==> src/acl_pkg.sv <==
// Shared constants, encodings and helpers for the access rule entry matcher
package acl_pkg;
    // Register byte offsets
    localparam logic [7:0] OFF_CTRL = 8'h00;
    localparam logic [7:0] OFF_ARP_CFG = 8'h04;
    localparam logic [7:0] OFF_IP_CFG = 8'h08;
    localparam logic [7:0] OFF_ADDR_CFG = 8'h0C;
    localparam logic [7:0] OFF_SRC_ADDR = 8'h10;
    localparam logic [7:0] OFF_SRC_MASK = 8'h14;
    localparam logic [7:0] OFF_DST_ADDR = 8'h18;
    localparam logic [7:0] OFF_DST_MASK = 8'h1C;
    localparam logic [7:0] OFF_STATUS = 8'h20;
    localparam logic [7:0] OFF_HIT_COUNT = 8'h24;
    localparam logic [7:0] OFF_FRAME_COUNT = 8'h28;
    // Writable bits of the control, ARP, IP and address-mode configuration registers
    localparam logic [31:0] MASK_CTRL = 32'h0000_0001;
    localparam logic [31:0] MASK_ARP_CFG = 32'h0000_003F;
    localparam logic [31:0] MASK_IP_CFG = 32'h003F_FF07;
    localparam logic [31:0] MASK_ADDR_CFG = 32'h0000_000F;
    localparam logic [31:0] RST_ZERO = 32'h0000_0000;
    // Field positions
    localparam int ARP_LEN_LSB = 0;
    localparam int ARP_HW_LSB = 2;
    localparam int ARP_PRO_LSB = 4;
    localparam int IP_SEL_LSB = 0;
    localparam int IP_VAL_LSB = 8;
    localparam int IP_TTL_LSB = 16;
    localparam int IP_FRAG_LSB = 18;
    localparam int IP_OPT_LSB = 20;
    localparam int SRC_MODE_LSB = 0;
    localparam int DST_MODE_LSB = 2;
    // Three-way criterion: don't-care, condition false (0/No/zero), condition true
    localparam logic [1:0] TRI_ANY = 2'h0;
    localparam logic [1:0] TRI_FALSE = 2'h1;
    localparam logic [1:0] TRI_TRUE = 2'h2;
    // Protocol selector codes and transport numbers
    localparam logic [2:0] PSEL_ANY = 3'h0;
    localparam logic [2:0] PSEL_SPECIFIC = 3'h1;
    localparam logic [2:0] PSEL_ICMP = 3'h2;
    localparam logic [2:0] PSEL_UDP = 3'h3;
    localparam logic [2:0] PSEL_TCP = 3'h4;
    localparam logic [7:0] PROTO_ICMP = 8'h01;
    localparam logic [7:0] PROTO_UDP = 8'h11;
    localparam logic [7:0] PROTO_TCP = 8'h06;
    // Address filter modes
    localparam logic [1:0] AMODE_ANY = 2'h0;
    localparam logic [1:0] AMODE_HOST = 2'h1;
    localparam logic [1:0] AMODE_NET = 2'h2;
    // ARP header reference values
    localparam logic [7:0] ARP_HLEN_ETH = 8'h06;
    localparam logic [7:0] ARP_PLEN_IPV4 = 8'h04;
    localparam logic [15:0] ARP_HTYPE_ETH = 16'h0001;
    localparam logic [15:0] ARP_PTYPE_IP = 16'h0800;
    // Per-criterion result vector layout
    localparam int CRIT_W = 9;

    // Evaluate a three-way criterion against a frame condition
    function automatic logic triMatch(input logic [1:0] sel, input logic cond);
        case (sel)
            TRI_FALSE: triMatch = !cond;
            TRI_TRUE: triMatch = cond;
            default: triMatch = 1'b1;
        endcase
    endfunction : triMatch

    // Merge write data into a register under byte strobes and a writable mask
    function automatic logic [31:0] strbWrite(input logic [31:0] old, input logic [31:0] wdata,
        input logic [3:0] strb, input logic [31:0] wmask);
        logic [31:0] bm;
        bm = {{8{strb[3]}}, {8{strb[2]}}, {8{strb[1]}}, {8{strb[0]}}} & wmask;
        strbWrite = (old & ~bm) | (wdata & bm);
    endfunction : strbWrite
endpackage : acl_pkg

==> src/frame_hdr_if.sv <==
// Header fields of one received frame, passed from the top to the checker
`timescale 1ns/1ps
interface frame_hdr_if;
    logic isIpv4;
    logic isArp;
    logic [7:0] arpHwLen;
    logic [7:0] arpProtoLen;
    logic [15:0] arpHwType;
    logic [15:0] arpProtoType;
    logic [7:0] ipProto;
    logic [7:0] ipTtl;
    logic moreFragments;
    logic [12:0] fragmentPosition;
    logic ipOptions;
    modport source (output isIpv4, isArp, arpHwLen, arpProtoLen, arpHwType, arpProtoType,
        ipProto, ipTtl, moreFragments, fragmentPosition, ipOptions);
    modport sink (input isIpv4, isArp, arpHwLen, arpProtoLen, arpHwType, arpProtoType,
        ipProto, ipTtl, moreFragments, fragmentPosition, ipOptions);
endinterface : frame_hdr_if

==> src/ipv4_addr_filter.sv <==
// IPv4 address filter with Any, Host and Network modes
`timescale 1ns/1ps
module ipv4_addr_filter
    import acl_pkg::*;
(
    input wire logic [1:0] mode,
    input wire logic [31:0] cfgAddr,
    input wire logic [31:0] cfgMask,
    input wire logic [31:0] frameAddr,
    input wire logic isIpv4,
    output logic match
);
    // Compare the frame address as the mode asks; non-IPv4 frames fail in Host and Network modes
    always_comb
    begin
        case (mode)
            AMODE_HOST: match = isIpv4 && (frameAddr == cfgAddr);
            AMODE_NET: match = isIpv4 && ((frameAddr & cfgMask) == (cfgAddr & cfgMask));
            default: match = 1'b1;
        endcase
    end
endmodule : ipv4_addr_filter

==> src/header_criteria_check.sv <==
// ARP and IPv4 header criteria of one access rule entry
`timescale 1ns/1ps
module header_criteria_check
    import acl_pkg::*;
(
    frame_hdr_if.sink hdr,
    input wire logic [31:0] arpCfg,
    input wire logic [31:0] ipCfg,
    output logic [6:0] critOk
);
    logic [1:0] lenSel;
    logic [1:0] hwSel;
    logic [1:0] proSel;
    logic [2:0] protoSel;
    logic [7:0] protoVal;
    logic [1:0] ttlSel;
    logic [1:0] fragSel;
    logic [1:0] optSel;
    logic protoHit;
    logic fragmented;

    // Unpack the configuration fields
    assign lenSel = arpCfg[ARP_LEN_LSB +: 2];
    assign hwSel = arpCfg[ARP_HW_LSB +: 2];
    assign proSel = arpCfg[ARP_PRO_LSB +: 2];
    assign protoSel = ipCfg[IP_SEL_LSB +: 3];
    assign protoVal = ipCfg[IP_VAL_LSB +: 8];
    assign ttlSel = ipCfg[IP_TTL_LSB +: 2];
    assign fragSel = ipCfg[IP_FRAG_LSB +: 2];
    assign optSel = ipCfg[IP_OPT_LSB +: 2];
    assign fragmented = hdr.moreFragments || (hdr.fragmentPosition != '0);

    // Protocol selector
    always_comb
    begin
        case (protoSel)
            PSEL_SPECIFIC: protoHit = hdr.ipProto == protoVal;
            PSEL_ICMP: protoHit = hdr.ipProto == PROTO_ICMP;
            PSEL_UDP: protoHit = hdr.ipProto == PROTO_UDP;
            PSEL_TCP: protoHit = hdr.ipProto == PROTO_TCP;
            default: protoHit = 1'b1;
        endcase
    end

    // Each criterion passes when don't-care or when the frame type fits and the field matches
    always_comb
    begin
        critOk[0] = (lenSel == TRI_ANY) || (hdr.isArp && triMatch(lenSel,
            (hdr.arpHwLen == ARP_HLEN_ETH) && (hdr.arpProtoLen == ARP_PLEN_IPV4)));
        critOk[1] = (hwSel == TRI_ANY)
            || (hdr.isArp && triMatch(hwSel, hdr.arpHwType == ARP_HTYPE_ETH));
        critOk[2] = (proSel == TRI_ANY)
            || (hdr.isArp && triMatch(proSel, hdr.arpProtoType == ARP_PTYPE_IP));
        critOk[3] = (protoSel == PSEL_ANY) || (hdr.isIpv4 && protoHit);
        critOk[4] = (ttlSel == TRI_ANY)
            || (hdr.isIpv4 && triMatch(ttlSel, hdr.ipTtl != '0));
        critOk[5] = (fragSel == TRI_ANY) || (hdr.isIpv4 && triMatch(fragSel, fragmented));
        critOk[6] = (optSel == TRI_ANY) || (hdr.isIpv4 && triMatch(optSel, hdr.ipOptions));
    end
endmodule : header_criteria_check

==> src/acl_frame_header_matcher.sv <==
// Access rule entry matcher: APB configuration, header checks and registered hit result
`timescale 1ns/1ps
module acl_frame_header_matcher
    import acl_pkg::*;
#(
    parameter int ADDR_W = 8
)
(
    input wire logic sys_clk,
    input wire logic sys_rst,
    input wire logic psel,
    input wire logic penable,
    input wire logic pwrite,
    input wire logic [ADDR_W-1:0] paddr,
    input wire logic [31:0] pwdata,
    input wire logic [3:0] pstrb,
    output logic [31:0] prdata,
    output logic pready,
    output logic pslverr,
    input wire logic frameValid,
    input wire logic frameIsIpv4,
    input wire logic frameIsArp,
    input wire logic [7:0] arpHwLen,
    input wire logic [7:0] arpProtoLen,
    input wire logic [15:0] arpHwType,
    input wire logic [15:0] arpProtoType,
    input wire logic [7:0] ipProto,
    input wire logic [7:0] ipTtl,
    input wire logic moreFragments,
    input wire logic [12:0] fragmentPosition,
    input wire logic ipOptions,
    input wire logic [31:0] srcIp,
    input wire logic [31:0] dstIp,
    output logic hitValid,
    output logic entryHit
);
    typedef enum logic [1:0] {
        APB_IDLE = 2'b01,
        APB_RESP = 2'b10
    } apb_state_e;

    apb_state_e apbState_reg;
    apb_state_e apbState_next;
    logic [31:0] prdata_reg;
    logic [31:0] prdata_next;
    logic pready_reg;
    logic pready_next;
    logic pslverr_reg;
    logic pslverr_next;

    logic [31:0] ctrl_reg;
    logic [31:0] ctrl_next;
    logic [31:0] arpCfg_reg;
    logic [31:0] arpCfg_next;
    logic [31:0] ipCfg_reg;
    logic [31:0] ipCfg_next;
    logic [31:0] addrCfg_reg;
    logic [31:0] addrCfg_next;
    logic [31:0] srcAddr_reg;
    logic [31:0] srcAddr_next;
    logic [31:0] srcMask_reg;
    logic [31:0] srcMask_next;
    logic [31:0] dstAddr_reg;
    logic [31:0] dstAddr_next;
    logic [31:0] dstMask_reg;
    logic [31:0] dstMask_next;

    logic hitValid_reg;
    logic hitValid_next;
    logic entryHit_reg;
    logic entryHit_next;
    logic [CRIT_W-1:0] lastCrit_reg;
    logic [CRIT_W-1:0] lastCrit_next;
    logic [31:0] hitCount_reg;
    logic [31:0] hitCount_next;
    logic [31:0] frameCount_reg;
    logic [31:0] frameCount_next;

    logic [7:0] regAddr;
    logic addrMapped;
    logic readOnlyHit;
    logic accessNow;
    logic commitNow;
    logic [31:0] readValue;
    logic [6:0] hdrOk;
    logic srcOk;
    logic dstOk;
    logic [CRIT_W-1:0] critAll;
    logic allOk;

    frame_hdr_if hdrBus();

    // Drive the header carrier from the frame ports
    assign hdrBus.isIpv4 = frameIsIpv4;
    assign hdrBus.isArp = frameIsArp;
    assign hdrBus.arpHwLen = arpHwLen;
    assign hdrBus.arpProtoLen = arpProtoLen;
    assign hdrBus.arpHwType = arpHwType;
    assign hdrBus.arpProtoType = arpProtoType;
    assign hdrBus.ipProto = ipProto;
    assign hdrBus.ipTtl = ipTtl;
    assign hdrBus.moreFragments = moreFragments;
    assign hdrBus.fragmentPosition = fragmentPosition;
    assign hdrBus.ipOptions = ipOptions;

    // ARP and IPv4 header criteria
    header_criteria_check headerCheck (
        .hdr(hdrBus.sink),
        .arpCfg(arpCfg_reg),
        .ipCfg(ipCfg_reg),
        .critOk(hdrOk)
    );

    // Source address filter
    ipv4_addr_filter srcFilter (
        .mode(addrCfg_reg[SRC_MODE_LSB +: 2]),
        .cfgAddr(srcAddr_reg),
        .cfgMask(srcMask_reg),
        .frameAddr(srcIp),
        .isIpv4(frameIsIpv4),
        .match(srcOk)
    );

    // Destination address filter, same structure as the source side
    ipv4_addr_filter dstFilter (
        .mode(addrCfg_reg[DST_MODE_LSB +: 2]),
        .cfgAddr(dstAddr_reg),
        .cfgMask(dstMask_reg),
        .frameAddr(dstIp),
        .isIpv4(frameIsIpv4),
        .match(dstOk)
    );

    // Combine every criterion; the entry hits only if all pass
    assign critAll = {dstOk, srcOk, hdrOk};
    assign allOk = &critAll;

    // Address decode for the APB slave
    assign regAddr = 8'(paddr);
    assign accessNow = psel && penable;
    assign commitNow = accessNow && (apbState_reg == APB_RESP);
    always_comb
    begin
        addrMapped = 1'b1;
        readOnlyHit = 1'b0;
        readValue = RST_ZERO;
        case (regAddr)
            OFF_CTRL: readValue = ctrl_reg;
            OFF_ARP_CFG: readValue = arpCfg_reg;
            OFF_IP_CFG: readValue = ipCfg_reg;
            OFF_ADDR_CFG: readValue = addrCfg_reg;
            OFF_SRC_ADDR: readValue = srcAddr_reg;
            OFF_SRC_MASK: readValue = srcMask_reg;
            OFF_DST_ADDR: readValue = dstAddr_reg;
            OFF_DST_MASK: readValue = dstMask_reg;
            OFF_STATUS:
            begin
                readValue = {21'(0), lastCrit_reg, entryHit_reg, hitValid_reg};
                readOnlyHit = 1'b1;
            end
            OFF_HIT_COUNT: readValue = hitCount_reg;
            OFF_FRAME_COUNT: readValue = frameCount_reg;
            default: addrMapped = 1'b0;
        endcase
        if (ADDR_W > 8 && paddr != ADDR_W'(regAddr))
        begin
            addrMapped = 1'b0;
        end
    end

    // APB handshake: one wait state, then pready with data and error for one cycle
    always_comb
    begin
        apbState_next = apbState_reg;
        pready_next = 1'b0;
        pslverr_next = 1'b0;
        prdata_next = RST_ZERO; // Read data shows only with pready
        case (apbState_reg)
            APB_IDLE:
            begin
                if (accessNow)
                begin
                    apbState_next = APB_RESP;
                    pready_next = 1'b1;
                    pslverr_next = !addrMapped || (pwrite && readOnlyHit);
                    prdata_next = (pwrite || !addrMapped) ? RST_ZERO : readValue;
                end
            end
            APB_RESP:
            begin
                apbState_next = APB_IDLE;
            end
            default:
            begin
                apbState_next = APB_IDLE;
            end
        endcase
    end

    // APB state registers
    always_ff @(posedge sys_clk)
    begin
        if (sys_rst)
        begin
            apbState_reg <= APB_IDLE;
            pready_reg <= 1'b0;
            pslverr_reg <= 1'b0;
            prdata_reg <= RST_ZERO;
        end
        else
        begin
            apbState_reg <= apbState_next;
            pready_reg <= pready_next;
            pslverr_reg <= pslverr_next;
            prdata_reg <= prdata_next;
        end
    end

    // Configuration writes take effect at the edge where the master sees pready
    always_comb
    begin
        ctrl_next = ctrl_reg;
        arpCfg_next = arpCfg_reg;
        ipCfg_next = ipCfg_reg;
        addrCfg_next = addrCfg_reg;
        srcAddr_next = srcAddr_reg;
        srcMask_next = srcMask_reg;
        dstAddr_next = dstAddr_reg;
        dstMask_next = dstMask_reg;
        if (commitNow && pwrite)
        begin
            case (regAddr)
                OFF_CTRL: ctrl_next = strbWrite(ctrl_reg, pwdata, pstrb, MASK_CTRL);
                OFF_ARP_CFG: arpCfg_next = strbWrite(arpCfg_reg, pwdata, pstrb, MASK_ARP_CFG);
                OFF_IP_CFG: ipCfg_next = strbWrite(ipCfg_reg, pwdata, pstrb, MASK_IP_CFG);
                OFF_ADDR_CFG: addrCfg_next = strbWrite(addrCfg_reg, pwdata, pstrb, MASK_ADDR_CFG);
                OFF_SRC_ADDR: srcAddr_next = strbWrite(srcAddr_reg, pwdata, pstrb, '1);
                OFF_SRC_MASK: srcMask_next = strbWrite(srcMask_reg, pwdata, pstrb, '1);
                OFF_DST_ADDR: dstAddr_next = strbWrite(dstAddr_reg, pwdata, pstrb, '1);
                OFF_DST_MASK: dstMask_next = strbWrite(dstMask_reg, pwdata, pstrb, '1);
                default: ctrl_next = ctrl_reg;
            endcase
        end
    end

    // Configuration registers; all criteria reset to don't-care, entry disabled
    always_ff @(posedge sys_clk)
    begin
        if (sys_rst)
        begin
            ctrl_reg <= RST_ZERO;
            arpCfg_reg <= RST_ZERO;
            ipCfg_reg <= RST_ZERO;
            addrCfg_reg <= RST_ZERO;
            srcAddr_reg <= RST_ZERO;
            srcMask_reg <= RST_ZERO;
            dstAddr_reg <= RST_ZERO;
            dstMask_reg <= RST_ZERO;
        end
        else
        begin
            ctrl_reg <= ctrl_next;
            arpCfg_reg <= arpCfg_next;
            ipCfg_reg <= ipCfg_next;
            addrCfg_reg <= addrCfg_next;
            srcAddr_reg <= srcAddr_next;
            srcMask_reg <= srcMask_next;
            dstAddr_reg <= dstAddr_next;
            dstMask_reg <= dstMask_next;
        end
    end

    // Match result and counters; a counter write clears it unless a frame counts that cycle
    always_comb
    begin
        hitValid_next = frameValid;
        entryHit_next = frameValid && ctrl_reg[0] && allOk;
        lastCrit_next = frameValid ? critAll : lastCrit_reg;
        hitCount_next = hitCount_reg;
        frameCount_next = frameCount_reg;
        if (commitNow && pwrite && regAddr == OFF_HIT_COUNT)
        begin
            hitCount_next = RST_ZERO;
        end
        if (commitNow && pwrite && regAddr == OFF_FRAME_COUNT)
        begin
            frameCount_next = RST_ZERO;
        end
        if (entryHit_next)
        begin
            hitCount_next = hitCount_reg + 32'h0000_0001;
        end
        if (frameValid)
        begin
            frameCount_next = frameCount_reg + 32'h0000_0001;
        end
    end

    // Result and counter registers
    always_ff @(posedge sys_clk)
    begin
        if (sys_rst)
        begin
            hitValid_reg <= 1'b0;
            entryHit_reg <= 1'b0;
            lastCrit_reg <= '0;
            hitCount_reg <= RST_ZERO;
            frameCount_reg <= RST_ZERO;
        end
        else
        begin
            hitValid_reg <= hitValid_next;
            entryHit_reg <= entryHit_next;
            lastCrit_reg <= lastCrit_next;
            hitCount_reg <= hitCount_next;
            frameCount_reg <= frameCount_next;
        end
    end

    // Outputs straight from flip-flops
    assign prdata = prdata_reg;
    assign pready = pready_reg;
    assign pslverr = pslverr_reg;
    assign hitValid = hitValid_reg;
    assign entryHit = entryHit_reg;
endmodule : acl_frame_header_matcher

==> config.mk <==
export PLATFORM = sky130hd
export DESIGN_NAME = acl_frame_header_matcher
export DESIGN_NICKNAME = d
export VERILOG_FILES = /design/src/acl_pkg.sv /design/src/frame_hdr_if.sv /design/src/ipv4_addr_filter.sv /design/src/header_criteria_check.sv /design/src/acl_frame_header_matcher.sv
export SDC_FILE = /design/constraint.sdc
export NUM_CORES = 1
export LEC_CHECK = 0
export ABC_AREA = 1
export BUFFER_PORTS_ARGS = -buffer_cell sky130_fd_sc_hd__buf_4
export CORE_ASPECT_RATIO = 1.1
export CORE_MARGIN = 3
export CORE_UTILIZATION = 45
export CTS_BUF_LIST = sky130_fd_sc_hd__clkbuf_8
export DETAILED_ROUTE_END_ITERATION = 10
export PLACE_DENSITY = 0.65
export SLEW_MARGIN = 20
export SYNTH_ARGS = -nofsm -noshare
export SYNTH_HDL_FRONTEND = slang
export SYNTH_HIERARCHICAL = 1
export SYNTH_SLANG_ARGS = --single-unit
export TNS_END_PERCENT = 10
==> constraint.sdc <==
create_clock -name sys_clk -period 6.85 [get_ports sys_clk]
set_input_delay 0.685 -clock sys_clk [delete_from_list [all_inputs] [get_ports sys_clk]]
set_output_delay 0.685 -clock sys_clk [all_outputs]
set_load 0.05 [all_outputs]
Word level (Yosys, flattened, before mapping)
Index checks and enable logic that the tools add are counted.
W data, S select, Z words.
{"block": "word_totals", "regBits": 367, "in_bits": 195, "output_inout_bits": 36, "wordCells": 174}
{"block": "op_classes", "n_addsub": 2, "eq_ne": 44, "mux": 17, "bitwise_logic": 32, "reduce_logical": 62}
{"operator": "$and A32 B32 Y32", "n": 13}
{"operator": "$pmux W32 S11", "n": 1}
{"operator": "$or A32 B32 Y32", "n": 8}
{"operator": "$eq A32 B32 Y1", "n": 4}
{"operator": "$mux W32", "n": 4}
{"operator": "$add A32 B1 Y32 const B", "n": 2}
{"operator": "$eq A8 B5 Y1 const B", "n": 5}
{"operator": "$and A32 B1 Y32", "n": 1}
{"operator": "$and A32 B22 Y32", "n": 1}
{"operator": "$and A32 B4 Y32", "n": 1}
{"operator": "$and A32 B6 Y32", "n": 1}
{"operator": "$eq A8 B3 Y1 const B", "n": 4}
{"operator": "$not A1 Y32", "n": 1}
{"operator": "$not A22 Y32", "n": 1}
{"operator": "$not A32 Y32", "n": 1}
{"operator": "$not A4 Y32", "n": 1}
{"operator": "$not A6 Y32", "n": 1}
{"operator": "$eq A8 B6 Y1 const B", "n": 3}
{"operator": "$logic_and A1 B1 Y1", "n": 20}
{"operator": "$eq A2 B1 Y1 const B", "n": 9}
{"operator": "$eq A2 B2 Y1 const B", "n": 9}
{"operator": "$eq A16 B1 Y1 const B", "n": 1}
{"operator": "$eq A16 B12 Y1 const B", "n": 1}
{"operator": "$eq A8 B4 Y1 const B", "n": 2}
{"operator": "23 further kinds", "n": 62}

Logic depth before layout (Yosys ltp)
{"block": "logic_depth", "depth_word": 9, "depth_mapped": 22, "mapped_depth_nobuf": 21}

Cells and area by module
The synthesis kept the hierarchy.
{"mod": "acl_frame_header_matcher", "n_inst": 1, "cells_each": 1889, "area_each_um2": 12552.0, "seq_area_each_um2": 5345.1}
{"mod": "ipv4_addr_filter", "n_inst": 2, "cells_each": 254, "area_each_um2": 1018.5, "seq_area_each_um2": 0.0}
{"mod": "header_criteria_check", "n_inst": 1, "cells_each": 176, "area_each_um2": 912.1, "seq_area_each_um2": 0.0}

Worst setup path after synthesis
Ideal clock, no wire load.
{"block": "synth_timing", "kind": "input to register", "start": "in dstIp[10]", "end": "reg hitCount_reg[27]", "setup_ns": 0.116, "arrival_ns": 2.433, "required_ns": 6.734, "path_slack_ns": 4.301, "cell_stages": 19, "cell_sequence": "or2_2 -> nand3_1 -> nand2_1 -> nor2_2 -> nand2_1 -> nor2_1 -> nand2_1 -> nand2_1 -> nand3_1 -> nand2_1 -> nand2_1 -> inv_1 -> nand2_1 -> nor2_1 -> buf_2 -> buf_2 -> nand3_1 -> o21ai_0 -> nor2_1"}
{"block": "synth_via", "elab_chain_cells": 7, "elab_cells_between_ends": 10}
{"item": "start, declared", "line": "acl_frame_header_matcher.sv:33", "text": "input wire logic [31:0] dstIp,"}
{"item": "$and A32 B32 Y32", "line": "ipv4_addr_filter.sv:18", "text": "AMODE_NET: match = isIpv4 && ((frameAddr & cfgMask) == (cfgAddr & cfgMask));"}
{"item": "$eq A32 B32 Y1", "line": "ipv4_addr_filter.sv:18"}
{"item": "$logic_and A1 B1 Y1", "line": "ipv4_addr_filter.sv:18"}
{"item": "$pmux W1 S2 *", "line": "ipv4_addr_filter.sv:16", "text": "case (mode)"}
{"item": "named net dstOk", "line": "acl_frame_header_matcher.sv:87", "text": "logic dstOk;"}
{"item": "$reduce_and A9 Y1 *", "line": "acl_frame_header_matcher.sv:136", "text": "assign allOk = &critAll;"}
{"item": "$logic_and A1 B1 Y1 *", "line": "acl_frame_header_matcher.sv:277", "text": "entryHit_next = frameValid && ctrl_reg[0] && allOk;"}
{"item": "$mux W32 / $reduce_bool A2 Y1 (equally long branches)"}
{"item": "end signal, assigned", "line": "acl_frame_header_matcher.sv:315", "text": "hitCount_reg <= hitCount_next;"}
{"item": "end, declared", "line": "acl_frame_header_matcher.sv:74", "text": "logic [31:0] hitCount_reg;"}
Mark *: on every way through the listed nets, which the timed path passes. The rest lies on a longest branch.
A chain may end at the register's enable or synchronous reset.

==> impl_metrics.ini <==
[clock_network]
cts_max_path_buffers = 3
clk_latency_ns = 0.59
cts_tree = yes
clock-sinks = 267
cts_root_buffer = clkbuf_8
cts_buffers = 48
cts_setup_buffers = 0
cts.reportedPaths.clkPinSlew_ns = 0.06
cts_resized = 0
cts_hold_buf = 0
htreeDepth = 2

[timing]
skew_ns = 0.0148
slew_viol_final = 0
period_needed_ns = 3.14
slew_headroom = 0.346
hold-worst-slack_ns = 0.376
tightest_slew_ns = 0.979
setup_violations = 0
period_share = 0.458
final_hold_viol_count = 0
rsz0062_at_grt = false
fin_setup_tns_ns = 0
fmax_ghz = 0.319

[worst_setup_path]
cp_data_required_time_ns = 7.36
end_kind = register
cp_cell_sequence = inv_1 > nand2_1 > nand2_1 > nand2_1 > nand2_1 > nand2_1 > nand2_1 > nor2_1 > nand3_1 > nand2_1 > nand2_1 > nor2_1 > nand3_1 > inv_1 > nand2_1 > or2_2 > a21oi_1
slowest_stage = dfxtp_1
crit_type = reg2reg
crit_arrival_ns = 3.64
startpoint_type = register
max_stage_delay_ns = 0.46
crit_top_cell = nand2_1
path_delay_family = simple AND/OR/NAND/NOR gates
worst-path-buf-inv = 2
crit_fanout = 13

[logic_synthesis]
synthCells = 2572
synth_fp_nets = 2789
synth_area_mm2 = 0.0155
syn_avg_cell_area_um2 = 6.03
yosysWarnings = 6

[final_layout]
drive_gt1_frac = 0.131
fillers = 3450
regArea_mm2 = 0.00535
multi_input_area_mm2 = 0.00866
syn2layout_area_growth_pct = 18.7
nets = 2991

[pwr]
power_frac_comb = 0.077
powerDensity_mw_per_mm2 = 181
clock_power_share = 0.455
p_leak_uw = 0.00785
max-vdd-ir-drop_v = 0.000150
internal_power_uw = 2480
swShare = 0.257
switchingPower_uw = 858
p_seq_frac = 0.469

[job]
drv_cap = 0

[die]
rows = 70
dieArea_mm2 = 0.0367
fp.dieW_um = 183
core_mm2 = 0.0336
io_pins = 231
dieHeight_um = 201
start_util = 0.461

[grt]
grtUsageTotal = 0.312
grt_pass1_wl_um = 90700
grt_overflow = 0
grt_pass1_vias = 16400
grt_max_degree = 70
antenna_found_initial = 3

[route]
routed_wl_um = 59400
drt_iter0_drc = 1911
drc = 0
vias = 17500
wl_per_cell_um = 18.3
drtAntennaViolNets = 0
vias_per_cell = 5.39
first_pass_iters = 6

[run_status]
status = complete, no violations

[placement]
routabilityCongestion = 0.994
portBuffers = 230
hpwl_um = 45200

[min_path]
min_path_type = in2reg
==> final timing paths <==
path / startpoint / to / slack (ns) / depth (start not counted)
max reg2reg: register / hitCount_reg[10] / 3.71 / 17
min reg2reg: lastCrit_reg[0] / lastCrit_reg[0] / 0.46 / 2
min: pwrite / pslverr / 0.38 / 3
max: register / hitCount_reg[10] / 3.71 / 17
==> worst min-delay path, stage by stage <==
cell	delay (ns)
buf_4	0.12
nand2_1	0.06
a21oi_1	0.06
==> final cells by class <==
type / instances / share of cell area
Multi-Input combinational cell: 1927 / 0.471
Timing Repair Buffer: 240 / 0.0980
Clock buffer: 59 / 0.0442
Tap cell: 432 / 0.0294
Antenna cell: 1 / 0.000136
Inverter: 290 / 0.0592
Clock inverter: 27 / 0.00748
Sequential cell: 267 / 0.291
==> power by group through the flow <==
stage / Clock [µW] / Sequential [µW] / Combinational, µW
finish: 1510 / 1560 / 256
detailed placement: 0 / 1600 / 251
global route: 1600 / 1560 / 276
global placement: 0 / 1600 / 248
CTS: 1530 / 1560 / 251
floorplan: 0 / 1600 / 100
==> through the flow <==
stage                     setup slack (ns)  total power, µW  instances  utilization  area [µm²]
after floorplan                       4.30             1700       2572            -       15500
after global placement                3.56             1840       3156        0.518       17400
after detailed placement              3.48             1850       3156        0.518       17400
after CTS                             3.79             3340       3242        0.547       18400
after global routing                  3.39             3430       3242        0.547       18400
final                                 3.71             3330       3243        0.547       18400
==> metal layers <==
metal  GRT usage  up-vias  wire [µm]
met1       0.412     7908      24700
met2       0.488      809      26200
met5           0        -         13
met3      0.0709      152       5550
met4       0.139        2       2920
li1            -     8620          -
==> cell usage in the layout (no fill, tap or decap), drive strengths merged <==
cell type / n
o21ai: 128
clkbuf: 59
diode: 1
a21o: 4
nor3: 20
nor2: 393
ha: 22
nand4: 39
or2: 11
dfxtp: 267
clkinv: 8
mux2: 1
a31oi: 1
bufinv: 1
nor3b: 1
xor2: 3
nand3b: 6
inv: 308
xnor2: 3
buf: 240
nand3: 350
a21oi: 148
nand2: 784
and2: 1
a21boi: 2
o211ai: 10
(Power assumes the default switching activity.)
